`config.mk`:
```
export PLATFORM = sky130hd
export DESIGN_NAME = fpcs_regs
export DESIGN_NICKNAME = d
export VERILOG_FILES = /design/src/rtl/fpcs_pkg.sv /design/src/rtl/fpcs_bank.sv /design/src/rtl/fpcs_regs.sv
export VERILOG_INCLUDE_DIRS = /design/src /design/src/rtl
export SDC_FILE = /design/constraint.sdc
export NUM_CORES = 1
export LEC_CHECK = 0
export ABC_CLOCK_PERIOD_IN_PS = 2900
export BUFFER_PORTS_ARGS = -buffer_cell sky130_fd_sc_hd__buf_4
export CAP_MARGIN = 40
export CORE_MARGIN = 5
export CORE_UTILIZATION = 40
export CTS_BUF_LIST = sky130_fd_sc_hd__clkbuf_4
export CTS_CLUSTER_DIAMETER = 100
export DETAILED_ROUTE_END_ITERATION = 8
export MAX_ROUTING_LAYER = met4
export PLACE_DENSITY_LB_ADDON = 0.25
export SYNTH_ARGS = -nofsm -noshare
export SYNTH_HDL_FRONTEND = slang
export SYNTH_SLANG_ARGS = --single-unit
```
`constraint.sdc`:
```
create_clock -name sys_clk_i -period 2.9 [get_ports sys_clk_i]
set_input_delay 0.435 -clock sys_clk_i [delete_from_list [all_inputs] [get_ports sys_clk_i]]
set_output_delay 0.435 -clock sys_clk_i [all_outputs]
set_load 0.005 [all_outputs]
```
`src/rtl/fpcs_consts.svh`:
```
`ifndef FPCS_CONSTS_SVH
`define FPCS_CONSTS_SVH

// register byte addresses
`define FPCS_ADDR_ACCESS_CTRL   32'hE000_ED88
`define FPCS_ADDR_CTX_CTRL      32'hE000_EF34
`define FPCS_ADDR_CTX_ADDR      32'hE000_EF38
`define FPCS_ADDR_DEF_STATUS    32'hE000_EF3C
`define FPCS_ADDR_STATUS_CTRL   32'hE000_EF40

// status and control, context control and access control field positions
`define FPCS_BIT_N              31
`define FPCS_BIT_Z              30
`define FPCS_BIT_C              29
`define FPCS_BIT_V              28
`define FPCS_BIT_AHP            26
`define FPCS_BIT_DN             25
`define FPCS_BIT_FZ             24
`define FPCS_ROUNDING_SELECT_HI           23
`define FPCS_ROUNDING_SELECT_LO           22
`define FPCS_BIT_IDC            7
`define FPCS_EXC_HI             4
`define FPCS_EXC_LO             0
`define FPCS_BIT_LAZY_SAVE_ACTIVE         0
`define FPCS_CP_HI              23
`define FPCS_CP_LO              20

// writable bit masks, everything else reads as zero
`define FPCS_MASK_STATUS_CTRL   32'hF7C0_009F
`define FPCS_MASK_DEF_STATUS    32'h07C0_0000
`define FPCS_MASK_ACCESS_CTRL   32'h00F0_0000
`define FPCS_MASK_CTX_ADDR      32'hFFFF_FFFF
`define FPCS_CP_ALL_ON          4'hF

// reset values
`define FPCS_RST_WORD           32'h0000_0000

`endif

```
`src/rtl/fpcs_pkg.sv`:
```
package fpcs_pkg;

   typedef logic [31:0] fpcs_word_t;

   typedef enum logic [1:0] {
      FPCS_RM_NEAREST = 2'h0,
      FPCS_RM_PLUS    = 2'h1,
      FPCS_RM_MINUS   = 2'h2,
      FPCS_RM_ZERO    = 2'h3
   } fpcs_rounding_select_t;

   typedef logic [4:0] fpcs_exc_t;

endpackage : fpcs_pkg

```
`src/rtl/fpcs_bank.sv`:
```
`timescale 1ns/1ps
`default_nettype none

// two copies of a register, one per security state
module fpcs_bank #(
   parameter int                  WIDTH = 32,
   parameter logic [WIDTH-1:0]    MASK  = '1,
   parameter logic [WIDTH-1:0]    RST   = '0
) (
   // clock and reset
   input  wire logic              sys_clk_i,
   input  wire logic              rst_i,
   // software write
   input  wire logic              sw_wr_i,
   input  wire logic              sw_sec_i,
   input  wire logic [WIDTH-1:0]  sw_data_i,
   // hardware load, wins over software in the same copy
   input  wire logic              hw_wr_i,
   input  wire logic              hw_sec_i,
   input  wire logic [WIDTH-1:0]  hw_data_i,
   // copies
   output logic      [WIDTH-1:0]  q_sec_o,
   output logic      [WIDTH-1:0]  q_nsec_o
);

   if (WIDTH < 1) begin : g_bad_width
      $error("fpcs_bank: WIDTH must be at least 1");
   end

   always_ff @(posedge sys_clk_i) begin
      if (rst_i) begin
         q_sec_o <= RST & MASK;
      end else if (hw_wr_i && hw_sec_i) begin
         q_sec_o <= hw_data_i & MASK;
      end else if (sw_wr_i && sw_sec_i) begin
         q_sec_o <= sw_data_i & MASK;
      end
   end

   always_ff @(posedge sys_clk_i) begin
      if (rst_i) begin
         q_nsec_o <= RST & MASK;
      end else if (hw_wr_i && !hw_sec_i) begin
         q_nsec_o <= hw_data_i & MASK;
      end else if (sw_wr_i && !sw_sec_i) begin
         q_nsec_o <= sw_data_i & MASK;
      end
   end

endmodule : fpcs_bank

`default_nettype wire

```
`src/rtl/fpcs_regs.sv`:
```
// Operation
// - lazy save active bit reads 1 while lazy preservation pending, else 0
// - 32-bit context address register, one copy per security state
// - one status and control register shared by both security states
// - floating-point compares update the N, Z, C, V flags
// - two-bit rounding field: nearest, plus inf, minus inf, toward zero
// - flush-to-zero bit 0 gives full IEEE behaviour, 1 enables flushing
// - default NaN bit set returns default NaN, clear propagates NaNs
// - alternative half-precision bit selects conversion format
// - cumulative exception bits set on event, stay until software writes 0
// - separate sticky bit records input-denormal events
// - default-status register per security state holds control defaults
// - new floating-point context loads control fields from default-status
// - unit is disabled from reset until software enables it
// - access control register only reachable while privileged
`timescale 1ns/1ps
`default_nettype none

`include "fpcs_consts.svh"

module fpcs_regs (
   // clock and reset
   input  wire logic                sys_clk_i,
   input  wire logic                rst_i,
   // register access from the core
   input  wire logic                reg_req_i,
   input  wire logic                reg_we_i,
   input  wire logic                reg_priv_i,
   input  wire logic                reg_secure_i,
   input  wire fpcs_pkg::fpcs_word_t reg_addr_i,
   input  wire fpcs_pkg::fpcs_word_t reg_wdata_i,
   output logic                     reg_ack_o,
   output logic                     reg_err_o,
   output fpcs_pkg::fpcs_word_t     reg_rdata_o,
   // lazy preservation events from the core
   input  wire logic                lazy_set_i,
   input  wire logic                lazy_clr_i,
   input  wire logic                ctx_addr_load_i,
   input  wire logic                ctx_addr_secure_i,
   input  wire fpcs_pkg::fpcs_word_t ctx_addr_i,
   // new floating-point context
   input  wire logic                new_ctx_i,
   input  wire logic                new_ctx_secure_i,
   // datapath events
   input  wire logic                cmp_valid_i,
   input  wire logic [3:0]          cmp_nzcv_i,
   input  wire fpcs_pkg::fpcs_exc_t exc_set_i,
   input  wire logic                input_denormal_i,
   // controls to the datapath
   output logic                     fpu_enable_o,
   output fpcs_pkg::fpcs_rounding_select_t    rounding_select_o,
   output logic                     flush_zero_ctrl_o,
   output logic                     default_nan_ctrl_o,
   output logic                     alt_half_format_o,
   output logic                     lazy_save_active_o
);

   import fpcs_pkg::*;

   function automatic logic addr_is(input fpcs_word_t a, input fpcs_word_t b);
      addr_is = (a == b);
   endfunction : addr_is

   // sticky update: an event in the cycle of a clearing write still sets
   function automatic logic sticky(input logic cur, input logic wr, input logic wbit,
                                   input logic ev);
      sticky = ev | (wr ? (cur & wbit) : cur);
   endfunction : sticky

   // the field flops below assume this layout of the header constants
   if (`FPCS_BIT_N - `FPCS_BIT_V != 3) begin : g_bad_flags
      $error("fpcs_regs: condition flags must be four adjacent bits");
   end

   if (`FPCS_ROUNDING_SELECT_HI - `FPCS_ROUNDING_SELECT_LO != 1) begin : g_bad_rounding_select
      $error("fpcs_regs: rounding field must be two bits wide");
   end

   if (`FPCS_BIT_AHP - `FPCS_ROUNDING_SELECT_LO != 4 || `FPCS_BIT_FZ != `FPCS_ROUNDING_SELECT_HI + 1 ||
       `FPCS_BIT_DN != `FPCS_BIT_FZ + 1) begin : g_bad_ctrl
      $error("fpcs_regs: control fields must be one adjacent group");
   end

   if (`FPCS_EXC_HI - `FPCS_EXC_LO != 4) begin : g_bad_exc
      $error("fpcs_regs: cumulative exception field must be five bits wide");
   end

   if (`FPCS_CP_HI - `FPCS_CP_LO != 3) begin : g_bad_cp
      $error("fpcs_regs: coprocessor access field must be four bits wide");
   end

   if ((`FPCS_MASK_DEF_STATUS & ~`FPCS_MASK_STATUS_CTRL) != 32'h0000_0000) begin : g_bad_mask
      $error("fpcs_regs: default-status bits must all exist in status");
   end

   if (`FPCS_BIT_IDC <= `FPCS_EXC_HI || `FPCS_BIT_IDC >= `FPCS_ROUNDING_SELECT_LO) begin : g_bad_idc
      $error("fpcs_regs: input-denormal bit must sit between the field groups");
   end

   logic [3:0]  flags_ff;
   logic [3:0]  nxt_flags;
   logic [4:0]  ctrl_ff;
   logic [4:0]  nxt_ctrl;
   fpcs_exc_t   exc_ff;
   fpcs_exc_t   nxt_exc;
   logic        idc_ff;
   logic        nxt_idc;
   fpcs_word_t  status_word;
   logic        st_wr;
   fpcs_word_t  access_ctrl_ff;
   fpcs_word_t  nxt_access_ctrl;
   logic        lazy_active_ff;
   logic        nxt_lazy_active;
   logic        fpu_enable_ff;
   logic        ack_ff;
   logic        err_ff;
   fpcs_word_t  rdata_ff;
   fpcs_word_t  nxt_rdata;
   logic        nxt_err;

   logic        hit_access;
   logic        hit_ctx_ctrl;
   logic        hit_ctx_addr;
   logic        hit_def;
   logic        hit_status;
   logic        allowed;
   logic        wr_ok;
   fpcs_word_t  ctx_addr_sec;
   fpcs_word_t  ctx_addr_nsec;
   fpcs_word_t  def_sec;
   fpcs_word_t  def_nsec;
   fpcs_word_t  def_sel;

   // address decode and access checks
   always_comb begin
      hit_access   = addr_is(reg_addr_i, `FPCS_ADDR_ACCESS_CTRL);
      hit_ctx_ctrl = addr_is(reg_addr_i, `FPCS_ADDR_CTX_CTRL);
      hit_ctx_addr = addr_is(reg_addr_i, `FPCS_ADDR_CTX_ADDR);
      hit_def      = addr_is(reg_addr_i, `FPCS_ADDR_DEF_STATUS);
      hit_status   = addr_is(reg_addr_i, `FPCS_ADDR_STATUS_CTRL);
      allowed      = 1'b0;
      if (hit_access || hit_ctx_ctrl || hit_ctx_addr || hit_def) begin
         allowed = reg_priv_i;
      end else if (hit_status) begin
         allowed = fpu_enable_ff;
      end
      wr_ok = reg_req_i && reg_we_i && allowed;
   end

   // context address, banked by security state
   fpcs_bank #(
      .WIDTH (32),
      .MASK  (`FPCS_MASK_CTX_ADDR),
      .RST   (`FPCS_RST_WORD)
   ) u_ctx_addr (
      .sys_clk_i (sys_clk_i),
      .rst_i     (rst_i),
      .sw_wr_i   (wr_ok && hit_ctx_addr),
      .sw_sec_i  (reg_secure_i),
      .sw_data_i (reg_wdata_i),
      .hw_wr_i   (ctx_addr_load_i),
      .hw_sec_i  (ctx_addr_secure_i),
      .hw_data_i (ctx_addr_i),
      .q_sec_o   (ctx_addr_sec),
      .q_nsec_o  (ctx_addr_nsec)
   );

   // default-status, banked by security state
   fpcs_bank #(
      .WIDTH (32),
      .MASK  (`FPCS_MASK_DEF_STATUS),
      .RST   (`FPCS_RST_WORD)
   ) u_def_status (
      .sys_clk_i (sys_clk_i),
      .rst_i     (rst_i),
      .sw_wr_i   (wr_ok && hit_def),
      .sw_sec_i  (reg_secure_i),
      .sw_data_i (reg_wdata_i),
      .hw_wr_i   (1'b0),
      .hw_sec_i  (1'b0),
      .hw_data_i (`FPCS_RST_WORD),
      .q_sec_o   (def_sec),
      .q_nsec_o  (def_nsec)
   );

   assign def_sel = new_ctx_secure_i ? def_sec : def_nsec;

   // status and control, one copy for both states, one flop per field group
   assign st_wr = wr_ok && hit_status;

   // condition flags: a compare beats a software write in the same cycle
   always_comb begin
      nxt_flags = flags_ff;
      if (st_wr) begin
         nxt_flags = reg_wdata_i[`FPCS_BIT_N:`FPCS_BIT_V];
      end
      if (cmp_valid_i && fpu_enable_ff) begin
         nxt_flags = cmp_nzcv_i;
      end
   end

   always_ff @(posedge sys_clk_i) begin
      if (rst_i) begin
         flags_ff <= 4'h0;
      end else begin
         flags_ff <= nxt_flags;
      end
   end

   // control fields: a new context beats a software write in the same cycle
   always_comb begin
      nxt_ctrl = ctrl_ff;
      if (st_wr) begin
         nxt_ctrl = reg_wdata_i[`FPCS_BIT_AHP:`FPCS_ROUNDING_SELECT_LO];
      end
      if (new_ctx_i) begin
         nxt_ctrl = def_sel[`FPCS_BIT_AHP:`FPCS_ROUNDING_SELECT_LO];
      end
   end

   always_ff @(posedge sys_clk_i) begin
      if (rst_i) begin
         ctrl_ff <= 5'h00;
      end else begin
         ctrl_ff <= nxt_ctrl;
      end
   end

   // cumulative exceptions: an event beats a clearing write in the same cycle
   always_comb begin
      for (int i = 0; i <= `FPCS_EXC_HI - `FPCS_EXC_LO; i++) begin
         nxt_exc[i] = sticky(exc_ff[i], st_wr, reg_wdata_i[`FPCS_EXC_LO + i],
                             exc_set_i[i] && fpu_enable_ff);
      end
      nxt_idc = sticky(idc_ff, st_wr, reg_wdata_i[`FPCS_BIT_IDC],
                       input_denormal_i && fpu_enable_ff);
   end

   always_ff @(posedge sys_clk_i) begin
      if (rst_i) begin
         exc_ff <= 5'h00;
         idc_ff <= 1'b0;
      end else begin
         exc_ff <= nxt_exc;
         idc_ff <= nxt_idc;
      end
   end

   // assembled word, reserved bits read zero
   always_comb begin
      status_word = `FPCS_RST_WORD;
      status_word[`FPCS_BIT_N:`FPCS_BIT_V] = flags_ff;
      status_word[`FPCS_BIT_AHP:`FPCS_ROUNDING_SELECT_LO] = ctrl_ff;
      status_word[`FPCS_BIT_IDC] = idc_ff;
      status_word[`FPCS_EXC_HI:`FPCS_EXC_LO] = exc_ff;
   end

   // controls driven straight from the field flops
   assign rounding_select_o  = fpcs_rounding_select_t'(ctrl_ff[`FPCS_ROUNDING_SELECT_HI - `FPCS_ROUNDING_SELECT_LO:0]);
   assign flush_zero_ctrl_o  = ctrl_ff[`FPCS_BIT_FZ - `FPCS_ROUNDING_SELECT_LO];
   assign default_nan_ctrl_o = ctrl_ff[`FPCS_BIT_DN - `FPCS_ROUNDING_SELECT_LO];
   assign alt_half_format_o  = ctrl_ff[`FPCS_BIT_AHP - `FPCS_ROUNDING_SELECT_LO];

   // coprocessor access control
   always_comb begin
      nxt_access_ctrl = access_ctrl_ff;
      if (wr_ok && hit_access) begin
         nxt_access_ctrl = reg_wdata_i & `FPCS_MASK_ACCESS_CTRL;
      end
   end

   always_ff @(posedge sys_clk_i) begin
      if (rst_i) begin
         access_ctrl_ff <= `FPCS_RST_WORD;
      end else begin
         access_ctrl_ff <= nxt_access_ctrl;
      end
   end

   // unit usable only once all four access bits are set
   always_ff @(posedge sys_clk_i) begin
      if (rst_i) begin
         fpu_enable_ff <= 1'b0;
      end else begin
         fpu_enable_ff <= (nxt_access_ctrl[`FPCS_CP_HI:`FPCS_CP_LO] == `FPCS_CP_ALL_ON);
      end
   end

   assign fpu_enable_o = fpu_enable_ff;

   // lazy preservation active, hardware set beats any clear
   always_comb begin
      nxt_lazy_active = lazy_active_ff;
      if (lazy_clr_i) begin
         nxt_lazy_active = 1'b0;
      end
      if (wr_ok && hit_ctx_ctrl) begin
         nxt_lazy_active = reg_wdata_i[`FPCS_BIT_LAZY_SAVE_ACTIVE];
      end
      if (lazy_set_i) begin
         nxt_lazy_active = 1'b1;
      end
   end

   always_ff @(posedge sys_clk_i) begin
      if (rst_i) begin
         lazy_active_ff <= 1'b0;
      end else begin
         lazy_active_ff <= nxt_lazy_active;
      end
   end

   assign lazy_save_active_o = lazy_active_ff;

   // read data and response
   always_comb begin
      nxt_rdata = `FPCS_RST_WORD;
      nxt_err   = !allowed;
      if (allowed) begin
         if (hit_access) begin
            nxt_rdata = access_ctrl_ff;
         end else if (hit_ctx_ctrl) begin
            nxt_rdata[`FPCS_BIT_LAZY_SAVE_ACTIVE] = lazy_active_ff;
         end else if (hit_ctx_addr) begin
            nxt_rdata = reg_secure_i ? ctx_addr_sec : ctx_addr_nsec;
         end else if (hit_def) begin
            nxt_rdata = reg_secure_i ? def_sec : def_nsec;
         end else if (hit_status) begin
            nxt_rdata = status_word & `FPCS_MASK_STATUS_CTRL;
         end
      end
   end

   always_ff @(posedge sys_clk_i) begin
      if (rst_i) begin
         ack_ff   <= 1'b0;
         err_ff   <= 1'b0;
         rdata_ff <= `FPCS_RST_WORD;
      end else begin
         ack_ff   <= reg_req_i;
         err_ff   <= reg_req_i && nxt_err;
         rdata_ff <= (reg_req_i && !reg_we_i) ? nxt_rdata : `FPCS_RST_WORD;
      end
   end

   assign reg_ack_o   = ack_ff;
   assign reg_err_o   = err_ff;
   assign reg_rdata_o = rdata_ff;

endmodule : fpcs_regs

`default_nettype wire

```
# Yosys cells after proc, flatten, opt, wreduce, memory -nomap -nowiden
# Cells that the tools add are included.
[op_classes] eq_ne=6 n_mux=29 n_bitwise=14 reduce_logical=37
[op_table] operator="$mux 32" count=8
[op_table] operator="$eq 32x32->1 const B" count=5
[op_table] operator="$mux 27" count=2
[op_table] operator="$mux 24" count=2
[op_table] operator="$mux 23" count=1
[op_table] operator="$logic_and 1x1->1" count=22
[op_table] operator="$mux 1" count=12
[op_table] operator="$mux 5" count=2
[op_table] operator="$mux 4" count=2
[op_table] operator="$reduce_bool 2->1" count=4
[op_table] operator="$and 1x1->1" count=6
[op_table] operator="$or 1x1->1" count=6
[op_table] operator="$reduce_or 5->1" count=1
[op_table] operator="$eq 4x4->1 const B" count=1
[op_table] operator="$logic_not 1->1" count=4
[op_table] operator="$reduce_or 4->1" count=1
[op_table] operator="$logic_or 1x1->1" count=3
[op_table] operator="$reduce_bool 3->1" count=1
[op_table] operator="$reduce_or 3->1" count=1
[op_table] operator="$not 1->1" count=2
[word_totals] register_bits=129 in_bits=119 elab_cells=102

# Longest topological paths before layout
# Gate-level depths: netlist of the first run.
[depth] ltp_word=10 ltp_mapped=7 mapped_depth_nobuf=5

# Cells and area by module
# Synthesis of the first run repeated with hierarchy kept, for this count alone.
[unflattened] cells_unflattened=802 area_unflattened_um2=7104.3
[by_module_without_submodules] mod="fpcs_regs" instances=1 cells_each=331 area_each_um2=3206.8 seq_area_each_um2=1101.1
[by_module_without_submodules] mod="fpcs_bank (u_ctx_addr)" instances=1 cells_each=364 area_each_um2=3036.7 seq_area_each_um2=1281.2
[by_module_without_submodules] mod="fpcs_bank (u_def_status)" instances=1 cells_each=107 area_each_um2=860.8 seq_area_each_um2=200.2

# Worst setup path after synthesis of the first run
# No wires, ideal clock.
[synth_path] path_type="input port to flip-flop" from="in reg_addr_i[6]" to="reg u_ctx_addr.q_nsec_o[23]" arrival_ps=2438 required_time_ps=2764 setup_slack_ps=326 cell_stages=7 cell_sequence="or4b_4 or4_4 or4_1 clkbuf_1 buf_2 nor3_1 nor4_1"
[synth_between] elab_chain_len=9 word_cells_on_any_way=14
[synth_lines] item="start, declared" line="fpcs_regs.sv:30" rtl="input wire fpcs_pkg::fpcs_word_t reg_addr_i,"
[synth_lines] item="$eq 32x32->1" line="fpcs_regs.sv:61" rtl="addr_is = (a == b);"
[synth_lines] item="$logic_or 1x1->1 (3 in a row)" line="fpcs_regs.sv:142" rtl="if (hit_access || hit_ctx_ctrl || hit_ctx_addr || hit_def) begin"
[synth_lines] item="$mux 1" line="fpcs_regs.sv:142"
[synth_lines] item="$logic_and 1x1->1" line="fpcs_regs.sv:147" rtl="wr_ok = reg_req_i && reg_we_i && allowed;"
[synth_lines] item="$logic_and 1x1->1 *" line="fpcs_regs.sv:158" rtl=".sw_wr_i (wr_ok && hit_ctx_addr),"
[synth_lines] item="$logic_and 1x1->1 *" line="fpcs_bank.sv:45" rtl="end else if (sw_wr_i && !sw_sec_i) begin"
[synth_lines] item="$reduce_bool 2->1 (no source line) *"
[synth_lines] item="end signal, assigned" line="fpcs_bank.sv:42" rtl="q_nsec_o <= RST & MASK;"
[synth_lines] item="end signal, assigned" line="fpcs_bank.sv:44" rtl="q_nsec_o <= hw_data_i & MASK;"
[synth_lines] item="end signal, assigned" line="fpcs_bank.sv:46" rtl="q_nsec_o <= sw_data_i & MASK;"
[synth_lines] item="end, declared" line="fpcs_bank.sv:23" rtl="output logic [WIDTH-1:0] q_nsec_o"
# Mark *: on every way between the ends. The rest lies on a longest branch, timed or not.
# A chain may end at the register's enable or synchronous reset.

# Worst setup path after layout of the first run
[layout_path] from="in reg_addr_i[6]" to="reg u_ctx_addr.q_nsec_o[11]"
# The elaborated chain is that of the path after synthesis.

==> qor.csv, run 1 <==
metric,value,unit
fin_ws,0.612,ns
drcViolationCount,0,
status,"complete, no violations",
p_seq_share,54.8,%
period_share,78.9,%
cts_buffer_depth,2,
synth_flop_cell,dfxtp_1,
drtPass1Iterations,5,
cts_tree,built,
io_buffers,159,
cts_resized,0,
synthMuxAreaShare,8.31,%
p_comb_share,14.2,%
grt_max_degree,72,
dieHeight,136,µm
die-area,18400,µm²
final_cell_mix,"buf_4 (180), dfxtp_1 (129), nor2_1 (114), nor3_1 (95), nor4_1 (66)",
preCtsSetupSlack,0.0735,ns
netlist_instances,760,
max-slew-margin-rel,46.0,%
syn_area,6330,µm²
slew_violations,0,
ys_seq_area_share,40.8,%
gp_congestion,0.971,
rsz0062_at_grt,false,
synth_compound_area_share,12.0,%
ctsHoldBuffers,0,
clkSinkCount,129,
cts_buffers,17,
htree_levels,4,
clkLatencyLatePin,0.55,ns
antenna_found_initial,0,
power.switching,0.921,mW
pin_count,160,
die_width,136,µm
arrival,2.69,ns
num_vias,6347,
drv_cap,0,
synth_top_family_by_area,simple AND/OR/NAND/NOR gates,
worstPathRequired,3.30,ns
hold_viol,0,
p_int,2.49,mW
fin_area,7990,µm²
fin_skew,0.0156,ns
hold_class,input port to register,
clockRootBuffer,clkbuf_4,
synth.avg_cell_area,8.33,µm²
initial_core_util,40.3,%
ys_seq_elements,129,
grt_use_total,22.9,%
vias_per_cell,5.64,
drt-total-wl,20.5,mm
p_leak,3.09,nW
swShare,27.0,%
grt_pass1_wl,32.4,mm
cp_max_fo,32,
fin_tns_setup,0,ns
postCtsSetupBuffers,0,
nNetsFinal,1015,
clkTransAtPathRegs,0.10,ns
ant_nets,0,
place_area,7770,µm²
grt_pass1_vias,6075,
max_slew.worst_pin.slew,0.810,ns
syn_to_final_growth,26.3,%
clock.fmax,0.437,GHz
final_common_cell,buf_4,
async_flop_share,0,%
finalSetupViolations,0,
core_area,15700,µm²
period_minus_slack,2.29,ns
drive_above_1_share,26.8,%
path_class,input port to register,
synth_edf_count,0,
dp_hpwl,14.1,mm
avgRoutedWirePerCell,18.2,µm
nFillCells,1590,
final_cells,1125,
yosys.area_share.simple,34.3,%
clock_power_share,31.0,%
synthAdderAreaFrac,0,%
rows,46,
powerDensity,427,nW/µm²
cp-start-kind,input port,
endpoint_kind,register,
synth_xor_area_share,0,%
dr.first_iter.drc_count,613,
peakVddDrop,0.280,mV
syn_nets,879,
yosys_warnings,0,
ys_types,54,
place_inst,1093,
overflow,0,
power groups by stage:
stage	sequential [mW]	combinational (mW)	clock [mW]
after floorplan	1.90	0.246	0
after global placement	1.91	0.477	0
after detailed placement	1.91	0.480	0
after CTS	1.87	0.482	1.09
after global routing	1.88	0.526	1.17
final	1.87	0.484	1.06
Yosys cell counts, drive strengths merged, types with 4 or more instances:
| master | count | area share [%] |
|---|---|---|
| mux2 | 18 | 3.6 |
| nor4 | 68 | 7.1 |
| nor3 | 101 | 8.5 |
| mux2i | 30 | 4.7 |
| nand2b | 8 | 0.79 |
| o211ai | 10 | 1.2 |
| nand2 | 12 | 0.71 |
| nand3 | 15 | 1.2 |
| a21oi | 19 | 1.5 |
| clkbuf | 53 | 3.1 |
| buf | 14 | 1.1 |
| a31oi | 9 | 0.89 |
| and4 | 4 | 0.55 |
| or4b | 4 | 0.75 |
| o21ai | 23 | 1.8 |
| a22oi | 24 | 2.8 |
| inv | 6 | 0.36 |
| dfxtp | 129 | 41 |
| nand4 | 8 | 0.79 |
| a211oi | 6 | 0.71 |
| nor3b | 36 | 4.3 |
| o21bai | 4 | 0.47 |
| and2 | 6 | 0.59 |
| a21o | 6 | 0.71 |
| nor2 | 114 | 6.8 |
| or4 | 4 | 0.53 |
layout make-up:
cell class	instances	area [µm²]	area share, %
multi-input combinational	558	3460	43.3
timing repair buffer	184	1430	17.9
inverter	6	22.5	0.282
clock inverter	11	73.8	0.924
tap	216	270	3.38
antenna	2	5.00	0.0626
sequential	129	2580	32.3
clock buffer	19	143	1.78
registers in the layout (all words and copies together) (netlist names):
| name | cells |
|---|---|
| fpu_enable_o | 1 |
| u_def_status.q_nsec_o | 5 |
| lazy_save_active_o | 1 |
| exc_ff | 5 |
| reg_ack_o | 1 |
| u_def_status.q_sec_o | 5 |
| ctrl_ff | 5 |
| flags_ff | 4 |
| reg_rdata_o | 32 |
| access_ctrl_ff | 4 |
| u_ctx_addr.q_nsec_o | 32 |
| reg_err_o | 1 |
| idc_ff | 1 |
| u_ctx_addr.q_sec_o | 32 |
layer usage:
metal	vias up	wire length (µm)	GRT usage (%)	part of all wire, %
li1	3090	-	-	-
met1	2959	9280	30.9	45
met2	266	8980	33.2	44
met3	32	1850	6.69	9.0
met4	0	384	7.22	1.9
met5	-	0	-	0
worst max-delay path: stages:
cell and delay, ns:
buf_4 0.13, or4b_4 0.58, or4_4 0.52, or4_1 0.56, buf_12 0.22, nor3_1 0.16, nor4_1 0.07
per-stage QoR:
step	power, mW	utilization (%)	hold WS [ns]
floorplan	2.15	-	0.437
global placement	2.39	49.5	0.472
detailed placement	2.39	49.5	0.479
CTS	3.44	50.8	0.0316
global route	3.57	50.8	0.0354
finish	3.41	50.9	0.0776
path summary, 6_finish.rpt:
check                            startpoint                         to  slack, ns  depth (start not counted)
setup reg to reg               fpu_enable_o     u_ctx_addr.q_sec_o[25]       0.77                          6
hold / removal             input_denormal_i                     idc_ff       0.08                          3
hold reg to reg   u_def_status.q_nsec_o[24]  u_def_status.q_nsec_o[24]       0.49                          2
setup / recovery              reg_addr_i[6]    u_ctx_addr.q_nsec_o[11]       0.61                          7
cell families (layout without fill, tap and decap cells):
family | count (synthesis) | in the layout
simple gates | 395 | 395
flops | 129 | 129
compound gates | 115 | 115
buf+inv | 73 | 220
mux | 48 | 48
other cells | 0 | 2
Note: power is estimated with default switching activity, not from simulation.
==> run 2, diff against run 1 <==
--- a/config.mk
+++ b/config.mk
@@ -6,7 +6,7 @@
 export SDC_FILE = /design/constraint.sdc
 export NUM_CORES = 1
 export LEC_CHECK = 0
-export ABC_CLOCK_PERIOD_IN_PS = 2900
+export ABC_CLOCK_PERIOD_IN_PS = 2000
 export BUFFER_PORTS_ARGS = -buffer_cell sky130_fd_sc_hd__buf_4
 export CAP_MARGIN = 40
 export CORE_MARGIN = 5
==> constraint.sdc (replaced) <==
create_clock -name sys_clk_i -period 2 [get_ports sys_clk_i]
set_input_delay 0.3 -clock sys_clk_i [delete_from_list [all_inputs] [get_ports sys_clk_i]]
set_output_delay 0.3 -clock sys_clk_i [all_outputs]
set_load 0.005 [all_outputs]
==> qor.csv, run 2 (synthesis gave the netlist of run 1 again) <==
metric,value,unit
r2r_start,fpu_enable_o,
worstPathRequired,2.47,ns
htree_levels,4,
seq_area,2590,µm²
max_slew.worst_pin.slew,0.526,ns
fin_tns_setup,-0.820,ns
drv_cap,0,
status,"complete, but fails checks",
grt_use_total,23.4,%
nFillCells,1456,
io_buffers,159,
fin_area,8970,µm²
syn_to_final_growth,41.8,%
endpoint_kind,register,
arrival,2.57,ns
clkTransAtPathRegs,0.11,ns
p_leak,3.54,nW
failed_checks,setup timing,
initial_core_util,40.3,%
grt_pass1_vias,6345,
period_minus_slack,2.10,ns
dieHeight,136,µm
peakVddDrop,0.348,mV
vias_per_cell,5.69,
ant_nets,0,
antenna_found_initial,2,
die-area,18400,µm²
path_class,input port to register,
cts_tree,built,
drive_above_1_share,37.6,%
fin_util,57.1,%
clockRootBuffer,clkbuf_4,
num_vias,6735,
crit_start,reg_addr_i[0],
cp_max_fo,8,
pin_count,160,
nNetsFinal,1072,
rsz0062_at_grt,true,
die_width,136,µm
powerDensity,582,nW/µm²
drtPass1Iterations,5,
cts_buffers,17,
drcViolationCount,0,
fin_ws,-0.104,ns
dr.first_iter.drc_count,614,
clkSinkCount,129,
multi_input_area,3850,µm²
cts_buffer_depth,2,
core_area,15700,µm²
rows,46,
drt-total-wl,22.1,mm
period_share,105,%
avgRoutedWirePerCell,18.7,µm
max-slew-margin-rel,65.0,%
min-delay-start,new_ctx_i,
hold_class,input port to register,
hold_viol,0,
final_cell_mix,"buf_4 (217), dfxtp_1 (128), nor2_1 (114), nor4_1 (60), nor3_2 (59)",
place_area,8390,µm²
overflow,0,
cp-start-kind,input port,
grt_max_degree,97,
dp_hpwl,14.9,mm
grt_pass1_wl,33.1,mm
finalSetupViolations,21,
clkLatencyLatePin,0.56,ns
clock.fmax,0.475,GHz
gp_congestion,0.968,
final_common_cell,buf_4,
slew_violations,0,
fin_skew,0.0118,ns
-- run 2: cell types whose count changed in the layout (fill, tap and decap cells not counted), sizes merged --
cell,change
clkinv,-2
buf,+47
dlygate4sd3,+8
bufinv,+1
clkinvlp,+4
or4,+1
-- run 2: cell type report --
cell class / count / share of cell area [%]
Tap cell: 216 / 3.01
Inverter: 6 / 0.251
Clock buffer: 18 / 1.51
Antenna cell: 2 / 0.0558
Timing Repair Buffer: 240 / 22.0
Sequential cell: 129 / 28.8
Multi-Input combinational cell: 559 / 43.0
Clock inverter: 14 / 1.37
-- run 2: path summary, 6_finish.rpt --
path	slack (ns)	cells after the start	end
hold / removal	0.03	3	ctrl_ff[2]
setup reg to reg	-0.05	6	u_ctx_addr.q_sec_o[21]
hold reg to reg	0.49	2	reg_rdata_o[22]
setup / recovery	-0.10	9	u_ctx_addr.q_nsec_o[4]
-- run 2: where the power goes --
group | switching (mW) | internal, mW | total, mW
Combinational | 0.399 | 0.399 | 0.798
Sequential | 0.0558 | 2.66 | 2.72
Clock | 0.981 | 0.722 | 1.70
Total | 1.44 | 3.78 | 5.22
-- run 2: timing repair --
item / 4_1_cts / 5_1_grt
endpoints found under the hold margin: 7 / 0
gates resized for setup: 7 / 26
cloned: 0 / 3
setup endpoints to repair: 63 / 73
hold buffers: 8 / 0
setup buffers: 1 / 6
pin swaps: 3 / 22
-- run 2: stage by stage --
step	hold slack (ns)	total power, mW	worst slack (ns)	instances
finish	0.0287	5.22	-0.104	1184
CTS	0.0104	5.21	-0.0577	1174
global route	0.00431	5.44	-0.138	1184
global placement	0.473	3.52	-0.673	1133
floorplan	0.409	3.12	-0.391	760
detailed placement	0.462	3.53	-0.699	1133
-- run 2: metal layers --
metal | GRT usage, % | routed length, µm
met1 | 30.9 | 9800
met2 | 36.3 | 10300
met5 | - | 0
met3 | 5.20 | 1570
met4 | 6.22 | 454
-- run 2: worst max-delay path, stage by stage --
cell and delay [ns]:
buf_6 0.09, or4b_4 0.54, or4_4 0.54, buf_6 0.14, nor4_4 0.28, buf_4 0.21
clkbuf_16 0.17, nor3_1 0.05, nor4_1 0.25
==> run 3, diff against run 2 <==
--- a/config.mk
+++ b/config.mk
@@ -18,4 +18,5 @@
 export PLACE_DENSITY_LB_ADDON = 0.25
 export SYNTH_ARGS = -nofsm -noshare
 export SYNTH_HDL_FRONTEND = slang
+export SYNTH_HIERARCHICAL = 1
 export SYNTH_SLANG_ARGS = --single-unit
==> qor.csv, run 3 <==
metric,value,unit
period_share,101,%
cts_buffers,17,
powerDensity,544,nW/µm²
max_slew.worst_pin.slew,0.547,ns
async_flop_share,0,%
syn_area,7100,µm²
clockRootBuffer,clkbuf_4,
worstPathRequired,2.49,ns
grt_use_total,21.6,%
preCtsSetupSlack,-0.675,ns
io_buffers,159,
max-slew-margin-rel,63.6,%
fin_tns_setup,-0.0962,ns
cp-start-kind,input port,
synth_area_leaders,"dfxtp_1 (36%), mux2i_1 (8.0%), nand2_1 (7.8%)",
grt_pass1_vias,6638,
hold_class,input port to register,
ant_nets,0,
drt-met1-wl,9.56,mm
fin_skew,0.0246,ns
dp_hpwl,15.6,mm
vias_per_cell,5.24,
peakVddDrop,0.319,mV
overflow,0,
htree_levels,4,
rsz0062_at_grt,true,
ys_seq_elements,129,
met2_length,10.9,mm
hold_viol,0,
failed_checks,setup timing,
grt_pass1_wl,34.0,mm
num_vias,6761,
syn_to_final_growth,39.4,%
ys_seq_area_share,36.4,%
status,"complete, but fails checks",
dieHeight,143,µm
rows,48,
clkTransAtPathRegs,0.11,ns
clkSinkCount,129,
period_minus_slack,2.02,ns
nNetsFinal,1174,
top_layer,met4,
wl_met3,1.24,mm
pin_count,160,
die_width,143,µm
synth_most_common_cell,nand2_1,
drcViolationCount,0,
endpoint_kind,register,
cts_buffer_depth,2,
nFillCells,1548,
whs_path_depth,3,
drt-total-wl,22.1,mm
initial_core_util,40.9,%
dr.first_iter.drc_count,473,
netlist.area_leader.share,36.4,%
slew_violations,0,
die-area,20500,µm²
avgRoutedWirePerCell,17.1,µm
final_cell_mix,"buf_4 (215), nand2_1 (143), dfxtp_1 (129), conb_1 (68), nor2_1 (67)",
drive_above_1_share,35.7,%
synth_flop_cell,dfxtp_1,
ys_types,53,
netlist_instances,802,
synth.avg_cell_area,8.86,µm²
clkLatencyLatePin,0.58,ns
yosys_warnings,6,
cp_max_fo,15,
finalSetupViolations,11,
drv_cap,0,
clock.fmax,0.495,GHz
grt_max_degree,96,
gp_congestion,0.903,
fin_ws,-0.0201,ns
synth_top_cell_by_area,dfxtp_1,
antenna_found_initial,1,
final_common_cell,buf_4,
synth_edf_count,0,
p_leak,4.12,nW
drtPass1Iterations,6,
arrival,2.51,ns
cts_tree,built,
worstRegToRegCells,9,
ys_top_cells_by_count,"nand2_1 (147), dfxtp_1 (129), nor2_1 (76), mux2i_1 (57), buf_4 (55)",
core_area,17400,µm²
path_class,input port to register,
run 3: cell types whose count changed after synthesis, sizes merged, moves of 10 or more:
cell    change
o211ai     -10
nor3b      -34
mux2i      +27
nor4       -67
nor3       -66
o22ai      +12
nor2       -38
clkbuf     -31
o21ai      -14
a311oi     +67
mux4       +12
buf        +81
a22oi      -12
nand2     +136
run 3: layout make-up:
type / instances / area (µm²) / share of cell area [%]
well taps: 225 / 282 / 2.84
clock inverters: 6 / 62.6 / 0.632
multi-input cells: 620 / 4290 / 43.3
flip-flops and latches: 129 / 2580 / 26.1
repair buffers: 285 / 2500 / 25.3
diodes: 1 / 2.50 / 0.0253
inverters: 2 / 7.51 / 0.0758
clock buffers: 23 / 173 / 1.74
run 3: layer usage:
metal	global-route usage (%)	vias to the layer above
li1	-	3297
met1	27.1	3228
met2	35.3	200
met3	4.35	36
met4	6.64	0
met5	-	-
run 3: logic make-up after synthesis:
| kind of cell | share of synthesized area [%] |
|---|---|
| multiplexers | 13.3 |
| flip-flops | 36.4 |
| buffers and inverters | 10.2 |
| AND/OR/NAND/NOR | 20.4 |
| other | 0.106 |
| AO/OA/AOI/OAI | 19.6 |
run 3: timing repair:
| item | CTS | global route |
|---|---|---|
| pin swaps | 6 | 14 |
| setup endpoints to repair | 59 | 107 |
| gates resized for setup | 12 | 43 |
| buffers inserted | 2 | 4 |
| hold endpoints to repair | 33 | 3 |
| hold buffers | 41 | 3 |
| gates cloned | 2 | 3 |
run 3: critical path, cell delays in order:
cell and delay (ns):
buf_6 0.09, or4_4 0.55, or4_4 0.59, nor3_4 0.22, nor4b_4 0.33, nand2_2 0.11, buf_12 0.17, o22ai_2 0.16
run 3: worst paths after layout:
kind	start	slack, ns	end
setup reg to reg	fpu_enable_o	0.04	u_ctx_addr/q_sec_o[8]
hold reg to reg	exc_ff[2]	0.48	exc_ff[2]
hold / removal	reg_wdata_i[21]	0.01	access_ctrl_ff[21]
setup / recovery	reg_addr_i[23]	-0.02	reg_rdata_o[13]
run 3: stage by stage:
step                      area, µm²  power, mW  utilization [%]  std cells  hold slack [ns]
after global routing           9900       5.63             57.1       1291          -0.0187
after detailed placement       8830       3.70             50.9       1206            0.473
after global placement         8830       3.69             50.9       1206            0.467
after floorplan                7510       3.36                -        868            0.434
after CTS                      9590       5.35             55.2       1280        0.0000862
final                          9900       5.39             57.1       1291           0.0107
run 3: power by group:
group	internal [mW]	switching, mW
combinational	0.534	0.483
sequential	2.68	0.0703
clock	0.673	0.952
